File: config.mk
export PLATFORM = sky130hd
export DESIGN_NAME = blrs_top
export DESIGN_NICKNAME = d
export VERILOG_FILES = /design/src/core/blrs_pkg.sv /design/src/core/blrs_top.sv
export SDC_FILE = /design/constraint.sdc
export NUM_CORES = 1
export LEC_CHECK = 0
export ABC_AREA = 0
export BUFFER_PORTS_ARGS = -buffer_cell sky130_fd_sc_hd__buf_2
export CAP_MARGIN = 20
export CORE_ASPECT_RATIO = 0.9
export CORE_MARGIN = 3
export CORE_UTILIZATION = 49
export DETAILED_ROUTE_END_ITERATION = 6
export GPL_ROUTABILITY_DRIVEN = 0
export PLACE_DENSITY = 0.81
export SLEW_MARGIN = 20
export SYNTH_ARGS = -nofsm -noshare
export SYNTH_HDL_FRONTEND = slang
export SYNTH_SLANG_ARGS = --single-unit
File: constraint.sdc
create_clock -name aclk -period 2.09 [get_ports aclk]
set_input_delay 0.1045 -clock aclk [delete_from_list [all_inputs] [get_ports aclk]]
set_output_delay 0.1045 -clock aclk [all_outputs]
set_load 0.01 [all_outputs]
File: src/core/blrs_pkg.sv
// package for the break, low-power and reset-status block
package blrs_pkg;
   // register byte offsets
   localparam logic [15:0] BLRS_OFF_BREAK_STATUS = 16'hFE00;
   localparam logic [15:0] BLRS_OFF_RESET_CAUSE = 16'hFE01;
   localparam logic [15:0] BLRS_OFF_BREAK_FLAG_CONTROL = 16'hFE03;
   localparam logic [15:0] BLRS_OFF_OPTION = 16'hFE04;
   // field positions
   localparam int BLRS_BIT_BREAK_WAIT = 1;
   localparam int BLRS_BIT_BREAK_CLEAR_ENABLE = 7;
   localparam int BLRS_BIT_POR = 7;
   localparam int BLRS_BIT_PIN = 6;
   localparam int BLRS_BIT_WDOG = 5;
   localparam int BLRS_BIT_BAD_OPCODE = 4;
   localparam int BLRS_BIT_BAD_ADDRESS = 3;
   localparam int BLRS_BIT_LOW_VOLTAGE = 1;
   localparam int BLRS_BIT_OPT_STOP_ENABLE = 0;
   localparam int BLRS_BIT_OPT_SHORT_REC = 1;
   localparam int BLRS_BIT_OPT_WDOG_DIS = 2;
   // reset values
   localparam logic [7:0] BLRS_RST_OPTION = 8'h01;
   localparam logic [7:0] BLRS_RST_CAUSE_POR = 8'h80;
   // recovery timing in crystal clock cycles
   localparam int BLRS_REC_LONG = 4096;
   localparam int BLRS_REC_SHORT = 32;
   localparam int BLRS_CNT_W = 13;
   localparam logic [1:0] BLRS_RESP_OKAY = 2'b00;
   localparam logic [1:0] BLRS_RESP_SLVERR = 2'b10;

   typedef enum {BLRS_RUN, BLRS_WAIT, BLRS_STOP, BLRS_RECOVER,
                 BLRS_BREAK} blrs_state_type;

   // reset sources arriving together
   typedef struct packed {
      logic por;
      logic pin;
      logic wdog;
      logic bad_opcode;
      logic bad_address;
      logic low_voltage;
   } blrs_reset_src_type;

   // cpu events
   typedef struct packed {
      logic wait_exec;
      logic stop_exec;
      logic interrupt_req;
      logic break_req;
      logic break_exit;
   } blrs_cpu_evt_type;
endpackage

File: src/core/blrs_top.sv
// break, low-power sequencing and reset-status block
// ----------------------------------------------------------------------
// Functional notes
// - break request forces cpu to fetch the software interrupt vector.
// - in break with clear enable low, block all peripheral flag clears.
// - with clear enable high, flags clear during break and stay cleared.
// - two-step flag clears stay blocked in break unless clear enable is high; second step works after.
// - wait or stop gates cpu clock and clears the interrupt mask.
// - wait stops cpu clocks, peripheral clocks keep running.
// - wait exits on enabled interrupt, stacking one cycle later.
// - wait also ends on reset or break; break sets break-wait flag.
// - watchdog-disable option low keeps watchdog running in wait.
// - stop resets system counter and gates base and crystal clocks.
// - stop ends on interrupt or reset; stacking after recovery delay.
// - recovery is 4096 cycles, or 32 with short-recovery option set.
// - break inactive in stop; break registers untouched by stop.
// - system counter held reset in stop, then times recovery.
// - three registers mapped at fe00, fe01 and fe03.
// - break-wait flag set on break exit from wait, cleared by 0 or reset.
// - reset-cause register holds six last-reset-source flags.
// - reading reset-cause clears all its flags.
// - power-on sets power-on flag and clears all other cause flags.
// - break-clear enable is read-write; 1 clearable, 0 protected.
// - stop with stop-enable option low causes a bad-opcode reset.
// - system counter is 13 bits, stepped on crystal falling edge.
// ----------------------------------------------------------------------
//
// Design decision made here: the AXI4-Lite interface to the registers.
`timescale 1ns/1ps
module blrs_top
   import blrs_pkg::*;
#(
   parameter int REC_LONG_CYCLES = BLRS_REC_LONG
) (
   // clock and reset
   input wire logic aclk,
   input wire logic aresetn,
   // crystal clock falling-edge enable
   input wire logic xtal_fall_en,
   // axi4-lite write address
   input wire logic [15:0] s_axi_awaddr,
   input wire logic s_axi_awvalid,
   output logic s_axi_awready,
   // axi4-lite write data
   input wire logic [31:0] s_axi_wdata,
   input wire logic [3:0] s_axi_wstrb,
   input wire logic s_axi_wvalid,
   output logic s_axi_wready,
   // axi4-lite write response
   output logic [1:0] s_axi_bresp,
   output logic s_axi_bvalid,
   input wire logic s_axi_bready,
   // axi4-lite read address
   input wire logic [15:0] s_axi_araddr,
   input wire logic s_axi_arvalid,
   output logic s_axi_arready,
   // axi4-lite read data
   output logic [31:0] s_axi_rdata,
   output logic [1:0] s_axi_rresp,
   output logic s_axi_rvalid,
   input wire logic s_axi_rready,
   // cpu and reset sources
   input wire blrs_cpu_evt_type cpu_evt,
   input wire blrs_reset_src_type reset_src,
   input wire logic periph_flag_clear_req,
   input wire logic periph_two_step_second,
   // cpu and clock control
   output logic force_swi_vector,
   output logic clear_int_mask,
   output logic start_stacking,
   output logic cpu_clock_en,
   output logic periph_clock_en,
   output logic base_clock_out_en,
   output logic crystal_clock_en,
   output logic watchdog_run,
   output logic in_break,
   output logic periph_flag_clear_allow,
   output logic bad_opcode_reset,
   output logic [BLRS_CNT_W-1:0] sys_counter
);

   // ----------------------------------------------------------------
   // helpers
   // ----------------------------------------------------------------
   function automatic logic [15:0] word_addr(input logic [15:0] a);
      word_addr = {a[15:2], 2'b00};
   endfunction

   blrs_state_type state;
   blrs_state_type next_state;
   logic break_wait_flag;
   logic break_clear_enable;
   logic [7:0] reset_cause;
   logic [7:0] option_register;
   logic [7:0] next_cause;
   logic two_step_armed;

   // ----------------------------------------------------------------
   // register bus: both write channels taken together when idle
   // ----------------------------------------------------------------
   wire wr_go = s_axi_awvalid && s_axi_wvalid && !s_axi_bvalid;
   wire rd_go = s_axi_arvalid && !s_axi_rvalid;
   assign s_axi_awready = wr_go;
   assign s_axi_wready = wr_go;
   assign s_axi_arready = rd_go;
   wire [15:0] waddr = word_addr(s_axi_awaddr);
   wire [15:0] raddr = word_addr(s_axi_araddr);
   wire wr_lane0 = s_axi_wstrb[0];
   wire wr_lane1 = s_axi_wstrb[1];
   wire wr_lane3 = s_axi_wstrb[3];
   // status, cause and control registers sit on byte lanes of the word at fe00; option sits at fe04
   wire wr_sel_word = wr_go && (waddr == BLRS_OFF_BREAK_STATUS);
   wire wr_sel_opt = wr_go && (waddr == BLRS_OFF_OPTION);
   wire wr_bad = wr_go && !wr_sel_word && !wr_sel_opt;
   wire rd_sel_word = rd_go && (raddr == BLRS_OFF_BREAK_STATUS);
   wire rd_sel_opt = rd_go && (raddr == BLRS_OFF_OPTION);
   wire rd_bad = rd_go && !rd_sel_word && !rd_sel_opt;
   wire [7:0] status_rd = 8'(break_wait_flag) << BLRS_BIT_BREAK_WAIT;
   wire [7:0] ctrl_rd = 8'(break_clear_enable)
                        << BLRS_BIT_BREAK_CLEAR_ENABLE;
   wire [31:0] word_rd = {ctrl_rd, 8'h00, reset_cause, status_rd};
   wire [31:0] next_rdata = rd_sel_opt ? {24'h000000, option_register} :
                            (rd_sel_word ? word_rd : 32'h00000000);
   wire cause_read = rd_sel_word;

   always_ff @(posedge aclk) begin
      if (!aresetn) begin
         s_axi_bvalid <= 1'b0;
         s_axi_bresp <= BLRS_RESP_OKAY;
         s_axi_rvalid <= 1'b0;
         s_axi_rresp <= BLRS_RESP_OKAY;
         s_axi_rdata <= 32'h00000000;
      end else begin
         if (wr_go) begin
            s_axi_bvalid <= 1'b1;
            s_axi_bresp <= wr_bad ? BLRS_RESP_SLVERR : BLRS_RESP_OKAY;
         end else if (s_axi_bready) begin
            s_axi_bvalid <= 1'b0;
         end
         if (rd_go) begin
            s_axi_rvalid <= 1'b1;
            s_axi_rdata <= next_rdata;
            s_axi_rresp <= rd_bad ? BLRS_RESP_SLVERR : BLRS_RESP_OKAY;
         end else if (s_axi_rready) begin
            s_axi_rvalid <= 1'b0;
         end
      end
   end

   // ----------------------------------------------------------------
   // low-power and break sequencer
   // ----------------------------------------------------------------
   wire stop_allowed = option_register[BLRS_BIT_OPT_STOP_ENABLE];
   wire short_rec = option_register[BLRS_BIT_OPT_SHORT_REC];
   wire [BLRS_CNT_W:0] rec_target = short_rec ?
        (BLRS_CNT_W+1)'(BLRS_REC_SHORT) :
        (BLRS_CNT_W+1)'(REC_LONG_CYCLES);
   logic [BLRS_CNT_W:0] rec_count;
   wire rec_done = (rec_count >= rec_target);
   assign bad_opcode_reset = (state == BLRS_RUN) && cpu_evt.stop_exec
                             && !stop_allowed;

   always_comb begin
      next_state = state;
      unique case (state)
         BLRS_RUN: begin
            if (cpu_evt.break_req) begin
               next_state = BLRS_BREAK;
            end else if (cpu_evt.wait_exec) begin
               next_state = BLRS_WAIT;
            end else if (cpu_evt.stop_exec && stop_allowed) begin
               next_state = BLRS_STOP;
            end
         end
         BLRS_WAIT: begin
            if (cpu_evt.break_req) begin
               next_state = BLRS_BREAK;
            end else if (cpu_evt.interrupt_req) begin
               next_state = BLRS_RUN;
            end
         end
         BLRS_STOP: begin
            if (cpu_evt.interrupt_req) begin
               next_state = BLRS_RECOVER;
            end
         end
         BLRS_RECOVER: begin
            if (rec_done) begin
               next_state = BLRS_RUN;
            end
         end
         BLRS_BREAK: begin
            if (cpu_evt.break_exit) begin
               next_state = BLRS_RUN;
            end
         end
      endcase
   end

   always_ff @(posedge aclk) begin
      if (!aresetn) begin
         state <= BLRS_RUN;
      end else begin
         state <= next_state;
      end
   end

   // outputs registered from the next state
   always_ff @(posedge aclk) begin
      if (!aresetn) begin
         force_swi_vector <= 1'b0;
         clear_int_mask <= 1'b0;
         start_stacking <= 1'b0;
      end else begin
         force_swi_vector <= (state != BLRS_BREAK)
                             && (next_state == BLRS_BREAK);
         clear_int_mask <= (state == BLRS_RUN) && ((next_state == BLRS_WAIT)
                           || (next_state == BLRS_STOP));
         start_stacking <= ((state == BLRS_WAIT) && (next_state == BLRS_RUN))
                           || ((state == BLRS_RECOVER) && rec_done);
      end
   end

   // break is never entered from stop, so break state stays untouched
   assign in_break = (state == BLRS_BREAK);
   assign cpu_clock_en = (state == BLRS_RUN) || (state == BLRS_BREAK);
   assign periph_clock_en = (state != BLRS_STOP)
                            && (state != BLRS_RECOVER);
   assign base_clock_out_en = (state != BLRS_STOP);
   assign crystal_clock_en = (state != BLRS_STOP);
   assign watchdog_run = !option_register[BLRS_BIT_OPT_WDOG_DIS]
                         && (state != BLRS_STOP);

   // ----------------------------------------------------------------
   // system counter on the crystal falling-edge enable
   // ----------------------------------------------------------------
   always_ff @(posedge aclk) begin
      if (!aresetn) begin
         sys_counter <= '0;
         rec_count <= '0;
      end else if (state == BLRS_STOP) begin
         sys_counter <= '0;
         rec_count <= '0;
      end else if (xtal_fall_en) begin
         sys_counter <= sys_counter + 1'b1;
         if (state == BLRS_RECOVER && !rec_done) begin
            rec_count <= rec_count + 1'b1;
         end
      end
   end

   // ----------------------------------------------------------------
   // break flag protection
   // ----------------------------------------------------------------
   // a second step counts once any cycle outside break has passed since reset
   always_ff @(posedge aclk) begin
      if (!aresetn) begin
         two_step_armed <= 1'b0;
      end else if (in_break) begin
         two_step_armed <= two_step_armed;
      end else begin
         two_step_armed <= 1'b1;
      end
   end
   assign periph_flag_clear_allow = (!in_break || break_clear_enable)
        && (periph_flag_clear_req || (periph_two_step_second
            && (!in_break || break_clear_enable) && two_step_armed));

   // ----------------------------------------------------------------
   // status, control and option registers
   // ----------------------------------------------------------------
   wire bw_set = (state == BLRS_WAIT) && cpu_evt.break_req;
   wire bw_clr = wr_sel_word && wr_lane0
                 && !s_axi_wdata[BLRS_BIT_BREAK_WAIT];
   always_ff @(posedge aclk) begin
      if (!aresetn) begin
         break_wait_flag <= 1'b0;
         break_clear_enable <= 1'b0;
         option_register <= BLRS_RST_OPTION;
      end else begin
         if (bw_set) begin
            break_wait_flag <= 1'b1;
         end else if (bw_clr) begin
            break_wait_flag <= 1'b0;
         end
         if (wr_sel_word && wr_lane3) begin
            break_clear_enable <=
               s_axi_wdata[24+BLRS_BIT_BREAK_CLEAR_ENABLE];
         end
         if (wr_sel_opt && wr_lane0) begin
            option_register <= s_axi_wdata[7:0] & 8'h07;
         end
      end
   end

   // reset cause: new sources win over the read-clear
   always_comb begin
      next_cause = cause_read ? 8'h00 : reset_cause;
      if (reset_src.pin) next_cause[BLRS_BIT_PIN] = 1'b1;
      if (reset_src.wdog) next_cause[BLRS_BIT_WDOG] = 1'b1;
      if (reset_src.bad_opcode || bad_opcode_reset) begin
         next_cause[BLRS_BIT_BAD_OPCODE] = 1'b1;
      end
      if (reset_src.bad_address) next_cause[BLRS_BIT_BAD_ADDRESS] = 1'b1;
      if (reset_src.low_voltage) next_cause[BLRS_BIT_LOW_VOLTAGE] = 1'b1;
      if (reset_src.por) next_cause = BLRS_RST_CAUSE_POR;
   end

   always_ff @(posedge aclk) begin
      if (!aresetn) begin
         reset_cause <= BLRS_RST_CAUSE_POR;
      end else begin
         reset_cause <= next_cause;
      end
   end

   wire unused_ok = wr_lane1;
endmodule

# Word level (Yosys, flattened, before mapping)
# Cells that the tools add are included.
[word_totals]
latchBits = 0
ff_bits = 112
input_bits = 89
output_inout_bits = 65
ramBits = 0
memories = 0
romBits = 0
wordCells = 129
[op_classes]
reduce_logical = 60
n_div = 0
n_shift = 0
n_eq_ne = 18
multipliers = 0
mux = 26
add_sub_neg = 2
magnitude_cmp = 1
bitwise = 1
[op_table]
columns = ["operator", "n"]
rows = [
  ["$mux 32", 10],
  ["$pmux 32 s5", 1],
  ["$eq 32x2->1 const B", 4],
  ["$eq 32x3->1 const B", 4],
  ["$logic_not 32->1", 3],
  ["$eq 32x4->1 const B", 2],
  ["$ne 32x3->1 const B", 2],
  ["$eq 14x14->1 const B", 4],
  ["$eq 32x1->1 const B", 1],
  ["$ne 32x4->1 const B", 1],
  ["$logic_and 1x1->1", 29],
  ["$reduce_bool 2->1", 8],
  ["$add 14x1->14 const B", 1],
  ["$ge 14x13->1", 1],
  ["$add 13x1->13 const B", 1],
  ["$mux 13", 1],
  ["$logic_not 1->1", 11],
  ["$mux 1", 11],
  ["$mux 7", 1],
  ["$logic_or 1x1->1", 6],
  ["$mux 2", 2],
  ["$reduce_or 2->1", 2],
  ["$reduce_and 2->1", 1],
  ["$not 1->1", 1],
]

# Depth between registers and ports, before layout
# Gate-level depths: netlist (run 1).
[logic_depth]
word_depth = 8
depth_mapped = 9
mapped_depth_nobuf = 7

# Worst setup path after synthesis (run 1)
# OpenSTA, ideal clock, no wires.
[synth_timing]
kind = "reg-to-reg"
startpoint = "register rec_count[6]"
endpoint = "register rec_count[10]"
slack_ps = 179
t_arrival_ps = 1779
period_less_slack_ps = 1911
setup_ps = 132
n_path_buf = 2
required_ps = 1958
path_stages_with_launch = 8
cell_sequence = "dfxtp_1 > clkbuf_1 > nor4b_1 > o211ai_1 > a21o_1 > buf_2 > o41ai_1 > a21oi_1"
[synth_between]
elab_chain_cells = 4
word_cells_on_any_way = 5
classes_between = "add/sub: 1; order compare: 1; reduce/logical: 3"
[synth_rtl]
columns = ["element", "line_no", "text"]
rows = [
  ["start: declaration", "blrs_top.sv:158", "logic [BLRS_CNT_W:0] rec_count;"],
  ["start signal: assignment", "blrs_top.sv:247", "rec_count <= rec_count + 1'b1;"],
  ["$ge 14x13->1", "blrs_top.sv:159", "wire rec_done = (rec_count >= rec_target);"],
  ["$logic_not 1->1", "blrs_top.sv:246", "if (state == BLRS_RECOVER && !rec_done) begin"],
  ["$logic_and 1x1->1", "blrs_top.sv:246", ""],
  ["$reduce_and 2->1 (no source line)", "--", ""],
]
# Parallel ways exist; a longest one is shown, timed or not.
# A chain may end at the register's enable or synchronous reset.

# Worst setup path in the final report (run 1)
[layout_timing]
startpoint = "register state[24]"
endpoint = "output watchdog_run"
[layout_between]
elab_chain_cells = 2
[layout_rtl]
columns = ["element", "line_no", "text"]
rows = [
  ["start: declaration", "blrs_top.sv:89", "blrs_state_type state;"],
  ["start signal: assignment", "blrs_top.sv:204", "state <= next_state;"],
  ["$ne 32x3->1", "blrs_top.sv:232", "&& (state != BLRS_STOP);"],
  ["$logic_and 1x1->1", "blrs_top.sv:232", ""],
  ["end: declaration", "blrs_top.sv:75", "output logic watchdog_run,"],
]
# No other way between the ends.

==> impl_metrics.ini, run 1 <==
[drt]
ant_nets = 0
routed_wl_mm = 9.44
num_vias = 3536
drc = 0
drt-initial-drc-count = 249
dr.pass1.iters = 5
via_per_inst = 5.39
detail_route.wl_per_cell_um = 14.4

[sta]
rsz0062_at_grt = yes
setup_viol = 0
min_period_ns = 2.08
setup_tns_ns = 0
finalWorstSetupSlack_ns = 0.0122
min_period_over_period_pct = 99.4
max_slew_margin_pct = 64.6
hold_viol_final = 0
worst_slew_pin_slew_ns = 0.526
maxSlewViolCount = 0
timing.clock.skew_ns = 0.0101
fmax_ghz = 0.481

[worst_setup_path]
endpoint = watchdog_run
worstPathMaxFanout = 4
crit_arrival_ns = 1.97
rrSetupSlack_ns = 0.01
critPathKind = flop to primary output
cp-end-kind = primary output
reg2reg_to = state[0]$_SDFF_PN0_
cp-startpoint = state[24]$_SDFF_PN0_
crit_required_ns = 1.99
r2r_cells = 6
worstSetupStartpointType = flop
reg2reg_from = state[5]$_SDFF_PN0_

[yosys]
synth-seq-cells = 88
yosysUniqueCellTypes = 52
async_reset_ff_share_pct = 0
netlist_area_mm2 = 0.00408
synthFlopType = dfxtp_1
syn_avg_cell_area_um2 = 9.32
synth-warning-count = 0
syn_inst = 438
synth-edff-count = 0
seq_area_frac_synth_pct = 43.2

[run]
maxCapViolCount = 0

[place]
place_inst = 626
place_ws_ns = 0.0380
dpl.hpwl_mm = 7.02
io_buffers = 95
place_area_mm2 = 0.00463

[layout]
layout.cells.non_filler = 656
diodes = 0
mostFrequentLayoutCell = buf_2
mostFrequentLayoutCells = buf_2 (94), dfxtp_1 (84), and2_1 (30)
finalNetCount = 649
area_growth_pct = 22.3
layout-drive-gt1-share_pct = 29.5
design_area_mm2 = 0.00499
fill_cells = 614

[floorplanning]
core_mm2 = 0.00781
rows = 30
die_h_um = 92.6
die_x_um = 102
die_area_mm2 = 0.00946
pin_count = 154
start_util_pct = 52.3

[power_and_ir_drop]
p_sw_mw = 0.882
swShare_pct = 27.1
ir_worst_vdd_mv = 0.436
intPower_mw = 2.37
power.density_mw_per_mm2 = 651
sequentialPowerShare_pct = 53.3
power_frac_comb_pct = 12.7
total_power_mw = 3.25
p_leak_nw = 2.14
power_frac_clock_pct = 34.0

[clock_tree]
cts_max_level = 3
clock_sinks = 88
cts_tree = done
cts-root-buf = clkbuf_8
clockBufferDepth = 2
cts_inserted_buffers = 9
clkSlewWorstSetupHoldPaths_ns = 0.09
clk_latency_ns = 0.35

[global_route]
grt_usage_pct = 19.6
antenna_found_initial = 0
grt_pass1_vias = 3305
overflow = 0
grt_max_degree = 31
grt_pass1_wl_mm = 15.0

[worst_hold_path]
min-delay-path-class = input pin to flop
hold_depth = 3

[outcome]
status = complete, no violations
-- metrics by stage --
stage	util [%]	hold WS, ns
floorplan	-	0.222
global placement	59.4	0.309
detailed placement	59.4	0.316
CTS	62.7	0.00219
global route	64.0	0.0267
finish	64.0	0.0198
-- critical path, cell delays in order (launching register included) --
cell,delay (ns)
dfxtp_2,0.34
nor4_4,0.33
buf_4,0.18
nand4_4,0.11
or3_4,0.40
nor2b_1,0.14
buf_2,0.13
-- cells by family after synthesis --
family	count (synthesis)	synth area share, %
XOR/XNOR	8	1.72
AO/OA/AOI/OAI	82	13.1
buffers and inverters	58	8.00
multiplexers	8	2.05
adder cells (fa/ha/maj)	5	1.53
AND/OR/NAND/NOR	188	30.4
other	1	0.0919
flip-flops	88	43.2
-- flip-flops by register name, indices dropped and copies added, names as in the netlist --
register            cells
state                  32
rec_count              14
sys_counter            13
s_axi_rdata            10
reset_cause             6
option_register         3
break_clear_enable      1
break_wait_flag         1
clear_int_mask          1
force_swi_vector        1
s_axi_bresp             1
s_axi_bvalid            1
s_axi_rresp             1
s_axi_rvalid            1
start_stacking          1
two_step_armed          1
-- repair_timing --
action / in CTS / in global routing
pin swaps: 1 / 8
hold buffers: 7 / 0
gates resized for setup: 1 / 16
setup endpoints to repair: 4 / 46
buffers inserted: 0 / 7
hold endpoints to repair: 7 / 0
-- metal layers --
layer	global-route usage, %	share of wire (%)
met4	7.87	1.2
met1	24.4	44
met2	32.1	48
met3	4.97	6.7
met5	0	0
-- synth_stat cells, types with 12 or more instances --
library cell	n	share of area [%]
dfxtp_1	88	43
and2_1	30	4.6
nor2_1	30	2.8
a21oi_1	29	3.6
buf_4	26	4.8
nor2b_1	19	2.9
nand2_1	17	1.6
inv_1	14	1.3
nand4_1	14	2.1
clkbuf_1	13	1.2
nand3_1	12	1.5
o21ai_0	12	1.5
-- worst min path at each step --
stage	end	slack (ns)	startpoint
after floorplan	reset_cause[1]$_SDFFE_PP0P_	0.22	reset_src[0]
after global placement	reset_cause[5]$_SDFFE_PP0P_	0.31	reset_src[3]
after global routing	s_axi_bvalid$_SDFFE_PN0P_	0.03	s_axi_bready
after detailed placement	reset_cause[6]$_SDFFE_PP0P_	0.32	reset_src[4]
after CTS	s_axi_rvalid$_SDFFE_PN0P_	0.002	s_axi_rready
final	s_axi_rvalid$_SDFFE_PN0P_	0.02	s_axi_rready
-- power groups by stage --
stage / sequential, mW / clock, mW / combinational (mW)
4_1_cts: 1.73 / 1.14 / 0.392
6_report: 1.73 / 1.10 / 0.412
3_5_place_dp: 1.77 / 0 / 0.379
2_1_floorplan: 1.77 / 0 / 0.252
5_1_grt: 1.74 / 1.20 / 0.458
3_3_place_gp: 1.77 / 0 / 0.371
-- area by class of cell --
type	instances	area (um^2)	area share [%]
multi-input cells	315	2120	42.4
flip-flops and latches	88	1770	35.4
repair buffers	126	744	14.9
clock buffers	10	138	2.76
well taps	96	120	2.41
inverters	15	58.8	1.18
clock inverters	6	48.8	0.977
(Power assumes the default switching activity.)
==> run 2, diff against run 1 <==
--- a/config.mk
+++ b/config.mk
@@ -6,7 +6,7 @@
 export NUM_CORES = 1
 export LEC_CHECK = 0
 export ABC_AREA = 0
-export BUFFER_PORTS_ARGS = -buffer_cell sky130_fd_sc_hd__buf_2
+export BUFFER_PORTS_ARGS = -buffer_cell sky130_fd_sc_hd__buf_4
 export CAP_MARGIN = 20
 export CORE_ASPECT_RATIO = 0.9
 export CORE_MARGIN = 3
==> run 2 against run 1 <==
Against the previous run:
- the flow now finishes with violations (setup timing)
- critical path depth decreased by 1
- wire length increased by 6.7%
- sequential share of layout area down 2.1 points
- critical path type unchanged
==> impl_metrics.ini, run 2 (synthesized netlist as in run 1, its figures left out) <==
[floorplanning]
start_util_pct = 52.3
die_x_um = 102
die_h_um = 92.6
pin_count = 154
die_area_mm2 = 0.00946
rows = 30
core_mm2 = 0.00781

[clock_tree]
clk_latency_ns = 0.36
cts_max_level = 3
clkSlewWorstSetupHoldPaths_ns = 0.09
cts-root-buf = clkbuf_8
clockBufferDepth = 2
cts_tree = done
clock_sinks = 88
cts_inserted_buffers = 9

[drt]
dr.pass1.iters = 5
via_per_inst = 5.56
drc = 0
detail_route.wl_per_cell_um = 15.4
num_vias = 3631
ant_nets = 0
drt-initial-drc-count = 297
routed_wl_mm = 10.1

[worst_setup_path]
cp-startpoint = state[5]$_SDFF_PN0_
worst-path-buf-inv = 1
reg2reg_from = state[5]$_SDFF_PN0_
crit_required_ns = 1.99
cpMaxStageDelayCell = or3_4
cp-end-kind = primary output
worstPathMaxFanout = 4
critPathKind = flop to primary output
worstSetupStartpointType = flop
cpLargestDelayFamily = simple AND/OR/NAND/NOR gates
critPathMaxStageDelay_ns = 0.47
crit_arrival_ns = 2.02
path_cells = nor4_4 -> nand4_2 -> or3_4 -> nor2b_4 -> buf_6

[global_route]
overflow = 0
grt_max_degree = 31
antenna_found_initial = 0
grt_pass1_vias = 3393
grt_usage_pct = 20.6
grt_pass1_wl_mm = 15.7

[place]
place_inst = 624
io_buffers = 95
dpl.hpwl_mm = 7.27

[power_and_ir_drop]
total_power_mw = 3.43
power.density_mw_per_mm2 = 648
ir_worst_vdd_mv = 0.624
p_leak_nw = 2.22

[sta]
hold_viol_final = 0
fmax_ghz = 0.471
setup_viol = 1
max_slew_margin_pct = 65.4
min_period_ns = 2.12
min_period_over_period_pct = 102
worst_slew_pin_slew_ns = 0.516
rsz0062_at_grt = yes
timing.clock.skew_ns = 0.0121
finalWorstSetupSlack_ns = -0.0349
maxSlewViolCount = 0
whs_ns = 0.0110

[layout]
largest_reg_flops = 32
layout-drive-gt1-share_pct = 29.4
layout.cells.non_filler = 653
area_growth_pct = 29.8
top_register = state
finalNetCount = 646
reg.largest.list = state (32), rec_count (14), sys_counter (13)
diodes = 0
mostFrequentLayoutCells = buf_4 (110), dfxtp_1 (85), and2_1 (30)
mostFrequentLayoutCell = buf_4

[outcome]
violations = setup timing
status = finished, violations left

[worst_hold_path]
min-delay-path-class = input pin to flop
hp-start = s_axi_bready

[run]
maxCapViolCount = 0
-- run 2: where the power goes --
group / leakage [nW] / switching (mW) / total [mW] / internal [mW]
registers: 0.714 / 0.0323 / 1.74 / 1.70
clock network: 0.102 / 0.605 / 1.23 / 0.624
logic: 1.40 / 0.240 / 0.466 / 0.227
-- run 2: repair_timing --
item                                    in CTS  in global routing
hold buffers                                 7                  0
gates resized for setup                      4                 24
endpoints found under the hold margin        6                  0
buffers inserted                             3                  3
endpoints found under the setup margin      12                 62
pin swaps                                    2                  8
-- run 2: per-layer routing --
layer / GRT usage, % / wire length [um] / vias up / part of all wire (%)
met5: 0 / 0 / - / 0
met4: 6.78 / 241 / 0 / 2.4
met1: 26.0 / 4180 / 1651 / 42
met3: 5.65 / 828 / 37 / 8.2
li1: - / - / 1755 / -
met2: 33.9 / 4820 / 188 / 48
-- run 2: cell type report --
class	instances	area (um^2)
clock buffer	11	151
clock inverter	5	62.6
fill	606	2510
inverter	15	58.8
multi-input combinational	315	2160
sequential	88	1770
tap	96	120
timing repair buffer	123	976
-- run 2: path summary, 6_finish.rpt --
check                                                   end  slack, ns  cells after the start
worst min-delay path              s_axi_bvalid$_SDFFE_PN0P_       0.01                      3
worst min register to register  reset_cause[7]$_SDFFE_PP1P_       0.47                      1
worst max-delay path                           watchdog_run      -0.03                      5
worst max register to register    clear_int_mask$_SDFF_PN0_       0.05                      7
-- run 2: through the flow --
stage | utilization [%] | TNS (ns) | setup slack [ns] | instance area (um^2)
6_report | 67.9 | -0.0349 | -0.0349 | 5300
3_3_place_gp | 62.2 | 0 | 0.0551 | 4860
3_5_place_dp | 62.2 | -0.352 | -0.0645 | 4860
5_1_grt | 67.9 | -0.598 | -0.129 | 5300
4_1_cts | 66.3 | -0.0261 | -0.0261 | 5180
2_1_floorplan | - | 0 | 0.179 | 4170
-- run 2: worst min-delay path, delay by kind of cell --
kind	cells	cell delay, ns
AND/OR/NAND/NOR	1	0.08
buffers and inverters	1	0.07
AO/OA/AOI/OAI	1	0.07
